$ cat src/iee_pkg.sv
/*
 package for the interrupt entry/exit sequencer and its peripheral end.
 assumes a 16-bit word machine with byte addresses and a simple
 single-cycle-answer memory port on the processor side.
*/
package iee_pkg;
    localparam int WORD_W = 16;
    localparam logic [15:0] MMU_ABORT_VEC = 16'h00A8;
    localparam int DONE_BIT = 7;
    localparam int IE_BIT = 6;
    localparam int PRIO_LSB = 5;
    localparam int PRIO_W = 3;
    localparam int MODE_LSB = 14;
    localparam int REGSET_BIT = 11;
    localparam logic [15:0] WORD_STEP = 16'h0002;
    localparam logic [15:0] STATUS_RST = 16'h00E0;
    localparam logic [15:0] SP_RST = 16'h1000;
    localparam logic [15:0] PC_RST = 16'h0200;
    localparam logic [7:0] VEC_TIMEOUT = 8'h10;
    localparam logic [15:0] DEV_VEC_RST = 16'h0060;
    localparam logic [2:0] DEV_PRIO_RST = 3'h4;
    localparam logic [15:0] CSR_RST = 16'h0000;
endpackage

$ cat src/iee_bus_if.sv
/*
 interface joining the processor end to one peripheral end.
 request, grant handshake and vector read; no clocking block.
*/
`timescale 1ns/1ps
`default_nettype none
interface iee_bus_if;
    logic irq_req;
    logic [2:0] irq_prio;
    logic vec_rd;
    logic vec_ack;
    logic [15:0] vec_data;
    modport cpu (input irq_req, input irq_prio, output vec_rd,
                 input vec_ack, input vec_data);
    modport dev (output irq_req, output irq_prio, input vec_rd,
                 output vec_ack, output vec_data);
endinterface
`default_nettype wire

$ cat src/iee_cpu_end.sv
/*
 processor end: interrupt and abort entry, return sequencing.
 assumes memory answers every access in the same cycle (mem_rdata_i
 combinational from mem_addr_o) and that the core pulses its strobes.
*/
// Behaviour
// - memory management abort uses fixed vector
// - device done flag sits in bit 7
// - device requests only when done and enabled
// - finish current instruction before entry (abort entry does not wait for it)
// - suspend long commercial instructions, resume later
// - push status then pointer, predecrementing
// - load pointer then status from vector
// - new status selects mode and register set
// - return pops pointer then status
// - only pointer and status saved
// - vector read times out, resume or halt
// - next pending device answers vector read
// - software raises priority before clearing enable
// - nesting to any depth via stack
// - vectors at fixed low addresses, two words
`timescale 1ns/1ps
`default_nettype none
module iee_cpu_end
    import iee_pkg::*;
#(
    parameter bit HALT_ON_TIMEOUT = 1'b0
) (
    // clock and reset
    input wire logic clk_sys_i,
    input wire logic srst_i,
    // link
    iee_bus_if.cpu bus,
    // core side
    input wire logic instr_done_i,
    input wire logic long_instr_i,
    input wire logic mmu_abort_i,
    input wire logic rti_i,
    input wire logic status_wr_i,
    input wire logic [15:0] status_wdata_i,
    output logic suspended_o,
    output logic busy_o,
    output logic halted_o,
    output logic timeout_o,
    output logic [15:0] next_instruction_pointer_o,
    output logic [15:0] status_word_o,
    output logic [15:0] stack_ptr_reg_o,
    output logic [1:0] mode_o,
    output logic regset_o,
    // memory side
    output logic mem_wr_o,
    output logic mem_rd_o,
    output logic [15:0] mem_addr_o,
    output logic [15:0] mem_wdata_o,
    input wire logic [15:0] mem_rdata_i
);
    typedef enum {
        ST_RUN, ST_VREAD, ST_PUSH_ST, ST_PUSH_PC, ST_LD_PC, ST_LD_ST,
        ST_POP_PC, ST_POP_ST, ST_HALT
    } iee_state_t;

    iee_state_t state_r;
    logic [15:0] pc_r;
    logic [15:0] status_word_r;
    logic [15:0] stack_ptr_reg_r;
    logic [15:0] vec_r;
    logic [15:0] old_st_r;
    logic [7:0] tmo_r;
    logic suspended_r;
    logic timeout_r;
    logic [2:0] cur_prio_w;
    logic accept_w;
    logic boundary_w;
    logic [15:0] sp_dec_w;
    logic [15:0] sp_inc_w;
    logic [15:0] depth_r;
    logic [15:0] susp_depth_r;
    logic irq_take_w;
    logic susp_take_w;
    logic susp_end_w;
    logic tmo_end_w;

    function automatic logic [15:0] step(input logic [15:0] a,
                                         input logic up);
        step = up ? a + WORD_STEP : a - WORD_STEP;
    endfunction

    assign cur_prio_w = status_word_r[PRIO_LSB +: PRIO_W];
    assign accept_w = bus.irq_req && (bus.irq_prio > cur_prio_w);
    // a long instruction can be broken into; others wait for completion
    assign boundary_w = instr_done_i || long_instr_i;
    assign sp_dec_w = step(stack_ptr_reg_r, 1'b0);
    assign sp_inc_w = step(stack_ptr_reg_r, 1'b1);
    assign irq_take_w = (state_r == ST_RUN) && !mmu_abort_i && accept_w &&
                        boundary_w;
    assign susp_take_w = irq_take_w && long_instr_i && !instr_done_i;
    // the flag belongs to the frame that the suspending entry opens, one deeper than when it was set
    assign susp_end_w = (state_r == ST_POP_ST) &&
                        (depth_r == susp_depth_r + 16'h0001);
    assign tmo_end_w = (state_r == ST_VREAD) && !bus.vec_ack &&
                       (tmo_r == VEC_TIMEOUT);

    assign bus.vec_rd = (state_r == ST_VREAD);
    assign busy_o = (state_r != ST_RUN);
    assign halted_o = (state_r == ST_HALT);
    assign mem_wr_o = (state_r == ST_PUSH_ST) || (state_r == ST_PUSH_PC);
    assign mem_rd_o = (state_r == ST_LD_PC) || (state_r == ST_LD_ST) ||
                      (state_r == ST_POP_PC) || (state_r == ST_POP_ST);
    // predecrement: write at sp-2; only pointer and status go out
    assign mem_addr_o = mem_wr_o ? sp_dec_w :
                        (state_r == ST_LD_PC) ? vec_r :
                        (state_r == ST_LD_ST) ? step(vec_r, 1'b1) :
                        stack_ptr_reg_r;
    assign mem_wdata_o = (state_r == ST_PUSH_ST) ? old_st_r : pc_r;

    always_ff @(posedge clk_sys_i) begin
        if (srst_i) begin
            state_r <= ST_RUN;
            pc_r <= PC_RST;
            status_word_r <= STATUS_RST;
            stack_ptr_reg_r <= SP_RST;
            vec_r <= 16'h0000;
            old_st_r <= 16'h0000;
        end else begin
            case (state_r)
                ST_RUN: begin
                    if (status_wr_i) begin
                        status_word_r <= status_wdata_i;
                    end
                    if (mmu_abort_i) begin
                        vec_r <= MMU_ABORT_VEC;
                        old_st_r <= status_word_r;
                        state_r <= ST_PUSH_ST;
                    end else if (irq_take_w) begin
                        state_r <= ST_VREAD;
                    end else if (rti_i) begin
                        state_r <= ST_POP_PC;
                    end
                end
                ST_VREAD: begin
                    if (bus.vec_ack) begin
                        vec_r <= bus.vec_data;
                        old_st_r <= status_word_r;
                        state_r <= ST_PUSH_ST;
                    end else if (tmo_end_w) begin
                        state_r <= HALT_ON_TIMEOUT ? ST_HALT : ST_RUN;
                    end
                end
                ST_PUSH_ST: begin
                    stack_ptr_reg_r <= sp_dec_w;
                    state_r <= ST_PUSH_PC;
                end
                ST_PUSH_PC: begin
                    stack_ptr_reg_r <= sp_dec_w;
                    state_r <= ST_LD_PC;
                end
                ST_LD_PC: begin
                    pc_r <= mem_rdata_i;
                    state_r <= ST_LD_ST;
                end
                ST_LD_ST: begin
                    status_word_r <= mem_rdata_i;
                    state_r <= ST_RUN;
                end
                ST_POP_PC: begin
                    pc_r <= mem_rdata_i;
                    stack_ptr_reg_r <= sp_inc_w;
                    state_r <= ST_POP_ST;
                end
                ST_POP_ST: begin
                    status_word_r <= mem_rdata_i;
                    stack_ptr_reg_r <= sp_inc_w;
                    state_r <= ST_RUN;
                end
                ST_HALT: begin
                    state_r <= ST_HALT;
                end
                default: begin
                    state_r <= ST_RUN;
                end
            endcase
        end
    end

    // counts the cycles of one vector read; idle at zero elsewhere
    always_ff @(posedge clk_sys_i) begin
        if (srst_i || state_r != ST_VREAD) begin
            tmo_r <= 8'h00;
        end else begin
            tmo_r <= tmo_r + 8'h01;
        end
    end

    always_ff @(posedge clk_sys_i) begin
        if (srst_i) begin
            timeout_r <= 1'b0;
        end else begin
            timeout_r <= tmo_end_w;
        end
    end

    // open frames; 16 bits cover every frame that a 64 KB stack holds
    always_ff @(posedge clk_sys_i) begin
        if (srst_i) begin
            depth_r <= 16'h0000;
        end else if (state_r == ST_PUSH_PC) begin
            depth_r <= depth_r + 16'h0001;
        end else if (state_r == ST_POP_ST) begin
            depth_r <= depth_r - 16'h0001;
        end
    end

    // one flag only: a second suspension in a nested handler takes it over
    always_ff @(posedge clk_sys_i) begin
        if (srst_i) begin
            suspended_r <= 1'b0;
            susp_depth_r <= 16'h0000;
        end else if (susp_take_w) begin
            suspended_r <= 1'b1;
            susp_depth_r <= depth_r;
        end else if (tmo_end_w || susp_end_w) begin
            suspended_r <= 1'b0;
        end
    end

    assign suspended_o = suspended_r;
    assign timeout_o = timeout_r;
    assign next_instruction_pointer_o = pc_r;
    assign status_word_o = status_word_r;
    assign stack_ptr_reg_o = stack_ptr_reg_r;
    assign mode_o = status_word_r[MODE_LSB +: 2];
    assign regset_o = status_word_r[REGSET_BIT];
endmodule
`default_nettype wire

$ cat src/flat_wrapper.sv
// flat-port wrapper written by rule: the top's interface ports become plain ports
module iee_cpu_end_flat import iee_pkg::*;
#(
    parameter bit HALT_ON_TIMEOUT = 1'b0
)
  (clk_sys_i, srst_i, instr_done_i, long_instr_i, mmu_abort_i, rti_i, status_wr_i, status_wdata_i, suspended_o, busy_o, halted_o, timeout_o, next_instruction_pointer_o, status_word_o, stack_ptr_reg_o, mode_o, regset_o, mem_wr_o, mem_rd_o, mem_addr_o, mem_wdata_o, mem_rdata_i, bus_irq_req, bus_irq_prio, bus_vec_rd, bus_vec_ack, bus_vec_data);
  iee_bus_if bus_i ();
  input wire logic clk_sys_i;
  input wire logic srst_i;
  input wire logic instr_done_i;
  input wire logic long_instr_i;
  input wire logic mmu_abort_i;
  input wire logic rti_i;
  input wire logic status_wr_i;
  input wire logic [15:0] status_wdata_i;
  output logic suspended_o;
  output logic busy_o;
  output logic halted_o;
  output logic timeout_o;
  output logic [15:0] next_instruction_pointer_o;
  output logic [15:0] status_word_o;
  output logic [15:0] stack_ptr_reg_o;
  output logic [1:0] mode_o;
  output logic regset_o;
  output logic mem_wr_o;
  output logic mem_rd_o;
  output logic [15:0] mem_addr_o;
  output logic [15:0] mem_wdata_o;
  input wire logic [15:0] mem_rdata_i;
  input wire logic [$bits(bus_i.irq_req)-1:0] bus_irq_req;
  input wire logic [$bits(bus_i.irq_prio)-1:0] bus_irq_prio;
  output wire logic [$bits(bus_i.vec_rd)-1:0] bus_vec_rd;
  input wire logic [$bits(bus_i.vec_ack)-1:0] bus_vec_ack;
  input wire logic [$bits(bus_i.vec_data)-1:0] bus_vec_data;
  assign bus_i.irq_req = bus_irq_req;
  assign bus_i.irq_prio = bus_irq_prio;
  assign bus_vec_rd = bus_i.vec_rd;
  assign bus_i.vec_ack = bus_vec_ack;
  assign bus_i.vec_data = bus_vec_data;
  iee_cpu_end #(.HALT_ON_TIMEOUT(HALT_ON_TIMEOUT)) u_core (.clk_sys_i(clk_sys_i), .srst_i(srst_i), .bus(bus_i), .instr_done_i(instr_done_i), .long_instr_i(long_instr_i), .mmu_abort_i(mmu_abort_i), .rti_i(rti_i), .status_wr_i(status_wr_i), .status_wdata_i(status_wdata_i), .suspended_o(suspended_o), .busy_o(busy_o), .halted_o(halted_o), .timeout_o(timeout_o), .next_instruction_pointer_o(next_instruction_pointer_o), .status_word_o(status_word_o), .stack_ptr_reg_o(stack_ptr_reg_o), .mode_o(mode_o), .regset_o(regset_o), .mem_wr_o(mem_wr_o), .mem_rd_o(mem_rd_o), .mem_addr_o(mem_addr_o), .mem_wdata_o(mem_wdata_o), .mem_rdata_i(mem_rdata_i));
endmodule
$ cat config.mk
export PLATFORM = sky130hd
export DESIGN_NAME = iee_cpu_end_flat
export DESIGN_NICKNAME = d
export VERILOG_FILES = /design/src/iee_pkg.sv /design/src/iee_bus_if.sv /design/src/iee_cpu_end.sv /design/src/flat_wrapper.sv
export SDC_FILE = /design/constraint.sdc
export NUM_CORES = 1
export LEC_CHECK = 0
export BUFFER_PORTS_ARGS = -buffer_cell sky130_fd_sc_hd__buf_2
export CAP_MARGIN = 20
export CELL_PAD_IN_SITES_DETAIL_PLACEMENT = 1
export CELL_PAD_IN_SITES_GLOBAL_PLACEMENT = 1
export CORE_ASPECT_RATIO = 1.2
export CORE_MARGIN = 1.5
export CORE_UTILIZATION = 40
export DETAILED_ROUTE_END_ITERATION = 12
export GPL_TIMING_DRIVEN = 0
export PLACE_DENSITY_LB_ADDON = 0.3
export REMOVE_ABC_BUFFERS = 1
export SLEW_MARGIN = 20
export SYNTH_ARGS = -nofsm -noshare
export SYNTH_HDL_FRONTEND = slang
export SYNTH_SLANG_ARGS = --single-unit
$ cat constraint.sdc
create_clock -name clk_sys_i -period 3.9 [get_ports clk_sys_i]
set_input_delay 0.39 -clock clk_sys_i [delete_from_list [all_inputs] [get_ports clk_sys_i]]
set_output_delay 0.39 -clock clk_sys_i [all_outputs]
set_load 0.1 [all_outputs]
Yosys cells after proc, flatten, opt, wreduce, memory -nomap -nowiden
Index checks and enable logic that the tools add are counted.
{"block": "classes", "magnitude_cmp": 1, "mux": 23, "n_reduce_logical": 34, "add_sub_neg": 7, "n_eq_ne": 24}
{"cell": "$pmux 32 s7", "count": 1}
{"cell": "$eq 32x3->1 const B", "count": 6}
{"cell": "$mux 16", "count": 11}
{"cell": "$eq 32x4->1 const B", "count": 5}
{"cell": "$mux 32", "count": 5}
{"cell": "$pmux 16 s2", "count": 4}
{"cell": "$eq 32x2->1 const B", "count": 3}
{"cell": "$logic_not 32->1", "count": 2}
{"cell": "$add 16x1->16 const B", "count": 2}
{"cell": "$add 16x2->16 const B", "count": 2}
{"cell": "$eq 32x1->1 const B", "count": 1}
{"cell": "$eq 32x5->1 const B", "count": 1}
{"cell": "$ne 32x2->1 const B", "count": 1}
{"cell": "$reduce_bool 32->1", "count": 1}
{"cell": "$eq 16x16->1", "count": 1}
{"cell": "$sub 16x1->16 const B", "count": 1}
{"cell": "$sub 16x2->16 const B", "count": 1}
{"cell": "$reduce_bool 2->1", "count": 5}
{"cell": "$logic_and 1x1->1", "count": 9}
{"cell": "$add 8x1->8 const B", "count": 1}
{"cell": "$eq 8x5->1 const B", "count": 1}
{"cell": "$reduce_or 2->1", "count": 4}
{"cell": "$logic_or 1x1->1", "count": 7}
{"cell": "$ne 2x2->1 const B", "count": 3}
{"cell": "other kinds (7)", "count": 11}
{"block": "totals", "output_inout_bits": 90, "register_bits": 154, "elab_cells": 100}

Depth between registers and ports, before layout
{"block": "depth", "word_depth": 7, "ltp_mapped": 13, "ltp_nobuf": 10}

Least setup slack after synthesis
No wires, ideal clock.
{"block": "synth_path", "path_kind": "reg2out", "start": "register u_core.stack_ptr_reg_r[6] (netlist: u_core.stack_ptr_reg_o[6])", "end": "output port mem_addr_o[15]", "arrival_ns": 4.708, "stages_incl_launch_ff": 8, "required_time_ns": 3.510, "path_buffers": 1, "setup_slack_ns": -1.198, "cell_sequence": "dfxtp_1 -> buf_4 -> or4_4 -> or4_4 -> nor4_1 -> xor2_1 -> nor2_1 -> a211oi_1"}
{"block": "synth_via", "elab_chain_cells": 2}
{"item": "start, declared", "line_no": "iee_cpu_end.sv:65", "text": "logic [15:0] stack_ptr_reg_r;"}
{"item": "start signal, assigned", "line_no": "iee_cpu_end.sv:150", "text": "stack_ptr_reg_r <= sp_dec_w;"}
{"item": "start signal, assigned", "line_no": "iee_cpu_end.sv:154", "text": "stack_ptr_reg_r <= sp_dec_w;"}
{"item": "start signal, assigned", "line_no": "iee_cpu_end.sv:167", "text": "stack_ptr_reg_r <= sp_inc_w;"}
{"item": "$sub 16x2->16", "line_no": "iee_cpu_end.sv:85", "text": "step = up ? a + WORD_STEP : a - WORD_STEP;"}
{"item": "$mux 16", "line_no": "iee_cpu_end.sv:110", "text": "assign mem_addr_o = mem_wr_o ? sp_dec_w :"}
{"item": "end, declared", "line_no": "flat_wrapper.sv:27", "text": "output logic [15:0] mem_addr_o;"}
Every way passes these cells.

Worst setup path after layout
{"block": "layout_path", "start": "register u_core.state_r[3]", "end": "output port mem_addr_o[1]"}
{"block": "layout_via", "elab_chain_cells": 4, "elab_cells_between_ends": 8, "cone_classes": "4 x eq/ne; 3 x mux; 1 x reduce/logical"}
{"item": "start, declared", "line_no": "iee_cpu_end.sv:62", "text": "iee_state_t state_r;"}
{"item": "start signal, assigned", "line_no": "iee_cpu_end.sv:146", "text": "state_r <= HALT_ON_TIMEOUT ? ST_HALT : ST_RUN;"}
{"item": "$eq 32x4->1", "line_no": "iee_cpu_end.sv:112", "text": "(state_r == ST_LD_ST) ? step(vec_r, 1'b1) :"}
{"item": "$mux 16", "line_no": "iee_cpu_end.sv:112"}
{"item": "$mux 16", "line_no": "iee_cpu_end.sv:111", "text": "(state_r == ST_LD_PC) ? vec_r :"}
{"item": "$mux 16 (*)", "line_no": "iee_cpu_end.sv:110"}
Mark *: on every way between the ends. The rest lies on a longest branch, timed or not.

==> metrics.md <==
| Metric | Value |
|---|---|
| Outcome | `completed` |
| Yosys top cell by area | `dfxtp_1` |
| RSZ-0062 raised after global routing | `false` |
| Clock Tree Buf Depth | `2` |
| Part of the cycle the worst path needs | `95.1%` |
| Count of different cell masters after synthesis | `66` |
| Layout area overhead | `20.5%` |
| RD Place Congestion | `0.866` |
| Critical Path, Cell by Cell | `nand2b_2, or2_2, clkinv_2, nor3_1, o22ai_1, o21ai_0, buf_2` |
| # fillers | `2,274` |
| Vias per cell | `5.70` |
| Max incr delay on CP | `650 ps` |
| Synth top area cells | `dfxtp_1, nand2_1, nor2_1` |
| Post-synth top flop | `dfxtp_1` |
| Routed len/inst | `18.5 um` |
| Hold slack | `200 ps` |
| Clock buffer count from CTS | `17` |
| Reg clk slew, reported paths | `60 ps` |
| Tightest Pin Transition | `832 ps` |
| Final Hold Fails | `0` |
| Worst R2R Path Depth | `10` |
| Die Span Y | `152 um` |
| Endpoints failing setup | `0` |
| Flip-flop and latch area | `2510 um^2` |
| Crit path DAT | `3320 ps` |
| Largest net degree at the start of global routing | `68` |
| Crit path launch | `u_core.state_r[3]` |
| Critical Path RT | `3510 ps` |
| Worst rel slew slack | `44.5%` |
| Worst min path class | `in2reg` |
| Slowest cell on the critical path | `dfxtp_1` |
| Share of post-route cells with drive strength above 1 | `21.8%` |
| Yosys top cell area share | `33.9%` |
| Seq/Total Area, Yosys | `33.9%` |
| Routed WL | `24,100 um` |
| Synth Area per Inst | `7.73 um^2` |
| Vias in the first global route | `7,449` |
| Post-route ant nets | `0` |
| Gr usage total | `24.8%` |
| Synthesized instance count | `955` |
| First-pass GRT wire length | `38,500 um` |
| Crit path to | `mem_addr_o[1]` |
| Chip width | `127 um` |
| Reg2reg setup slack | `330 ps` |
| Core Box Area | `18,100 um^2` |
| Nets@finish | `1,145` |
| Maximum Capacitance Violations | `0` |
| EDFF count, synth | `0` |
| Initial antenna violation count | `5` |
| Post-DP HPWL | `17,000 um` |
| Mapped Area | `7380 um^2` |
| Final Max Slew Viols | `0` |
| Initial Utilization | `40.8%` |
| Multi-input logic area | `4560 um^2` |
| Startpoint types | `flip-flop` |
| CTS root buf | `clkbuf_16` |
| F_max | `270 MHz` |
| Worst-skew pair later-pin latency | `430 ps` |
| Worst flop-to-flop path endpoint | `u_core.depth_r[15]` |
| Row cnt | `54` |
| Seq cells post-synth | `125` |
| Worst-path fanout max | `22` |
| Synth Warn # | `0` |
| DRC viols | `0` |
| Starting DRT DRC Count | `324` |
| Ys async rst share | `0%` |
| CTS tree | `built` |
| # H-tree levels | `4` |
| Drt pass-1 iters | `5` |
| Kind of end point of the critical path | `primary output` |
| Total gr overflow | `0` |
| Critical path class | `reg2out` |
| Port bufs | `148` |
| Vias | `7,420` |
| Crit path time final | `3710 ps` |
| Skew final | `10.3 ps` |
| Reg2Reg Launch Point | `u_core.state_r[0]` |
| CTS sink count | `125` |
| Top Ports | `150` |
| Die area | `19,300 um^2` |
## area by class of cell
cell class                 instances  share of cell area, %
tap                              224                   3.15
sequential                       125                   28.2
clock inverter                    13                   1.60
antenna                            4                  0.113
inverter                          20                  0.858
timing repair buffer             156                   9.91
clock buffer                      18                   4.94
multi-input combinational        741                   51.3
## synthesized netlist by cell type, types with 19 or more instances
master    number
ha_1          23
xor2_1        28
nand2_1      131
nor2_1       116
dfxtp_1      125
clkbuf_1      48
nand3_1       41
o21ai_0       27
a21oi_1       84
nor3_1        23
inv_1         19
xnor2_1       30
mux2i_1       20
## state kept, by name, summed over array words and instances, names as in the netlist, 4 cells and up
signal,count
u_core.state_r,4
u_core.old_st_r,16
u_core.status_word_o,16
u_core.vec_r,16
u_core.tmo_r,8
u_core.susp_depth_r,16
u_core.depth_r,16
u_core.next_instruction_pointer_o,16
u_core.stack_ptr_reg_o,15
## cell families (layout without fill, tap and decap cells)
family | after synthesis | after routing | synth area share (%)
muxes | 38 | 38 | 5.46
other | 1 | 5 | 0.0508
xor gates and xnor gates | 58 | 58 | 6.88
DFF | 125 | 125 | 33.9
buffers and inverters | 89 | 207 | 5.08
and+or+nand+nor | 401 | 401 | 25.4
adders and majority gates | 24 | 24 | 4.17
AOI/OAI and AO/OA | 219 | 219 | 19.1
## what timing repair did
item / 4_1_cts / 5_1_grt
buffers inserted: 1 / 0
hold buffers: 0 / 0
resized for setup: 9 / 4
pin swaps: 0 / 1
endpoints found under the setup margin: 36 / 22
gates cloned: 0 / 0
## layout by cell type, fill, tap and decap left out, types with 19 or more instances in the layout
cell type / count
a21oi_1: 83
mux2i_1: 20
nor2_1: 112
buf_2: 147
o21ai_0: 27
xnor2_1: 30
ha_1: 23
nand2_1: 129
nand3_1: 41
inv_1: 19
nor3_1: 23
xor2_1: 28
dfxtp_1: 122
## worst max-delay path, delay by kind of cell, from the launching register on
family,cells,cell delay (ps)
AOI/OAI and AO/OA,2,240
DFF,1,650
and+or+nand+nor,3,1150
buffers and inverters,2,850
## worst min path at each step
stage | start | to | slack (ps) | cells after the start
after detailed placement | u_core.old_st_r[3] | u_core.old_st_r[3] | 450 | 2
final | mem_rdata_i[9] | u_core.next_instruction_pointer_o[9] | 200 | 3
after global placement | u_core.old_st_r[9] | u_core.old_st_r[9] | 440 | 2
after CTS | mem_rdata_i[9] | u_core.next_instruction_pointer_o[9] | 180 | 3
after global routing | mem_rdata_i[9] | u_core.next_instruction_pointer_o[9] | 200 | 3
after floorplan | u_core.old_st_r[0] | u_core.old_st_r[0] | 420 | 2
## layer usage
metal / share of wire, % / track usage (%) / vias up
met5: 0.046 / 0 / -
met4: 1.9 / 8.60 / 2
met3: 3.1 / 4.01 / 35
met2: 52 / 44.5 / 135
met1: 43 / 29.9 / 3641
li1: - / - / 3607
## stage by stage
stage	worst slack (ps)	area, um^2	utilization (%)	std cells	setup TNS, ps
after floorplan	-1210	7080	-	886	-8500
after global placement	-1630	8100	44.7	1258	-78750
after detailed placement	-627	8260	45.6	1265	-2660
after CTS	-25.6	8870	49.0	1297	-107
after global routing	24.3	8900	49.1	1301	0
final	193	8900	49.1	1301	0
Power is not shown: default switching activity piles up to over one toggle a cycle in this logic, so the estimate is an artifact.
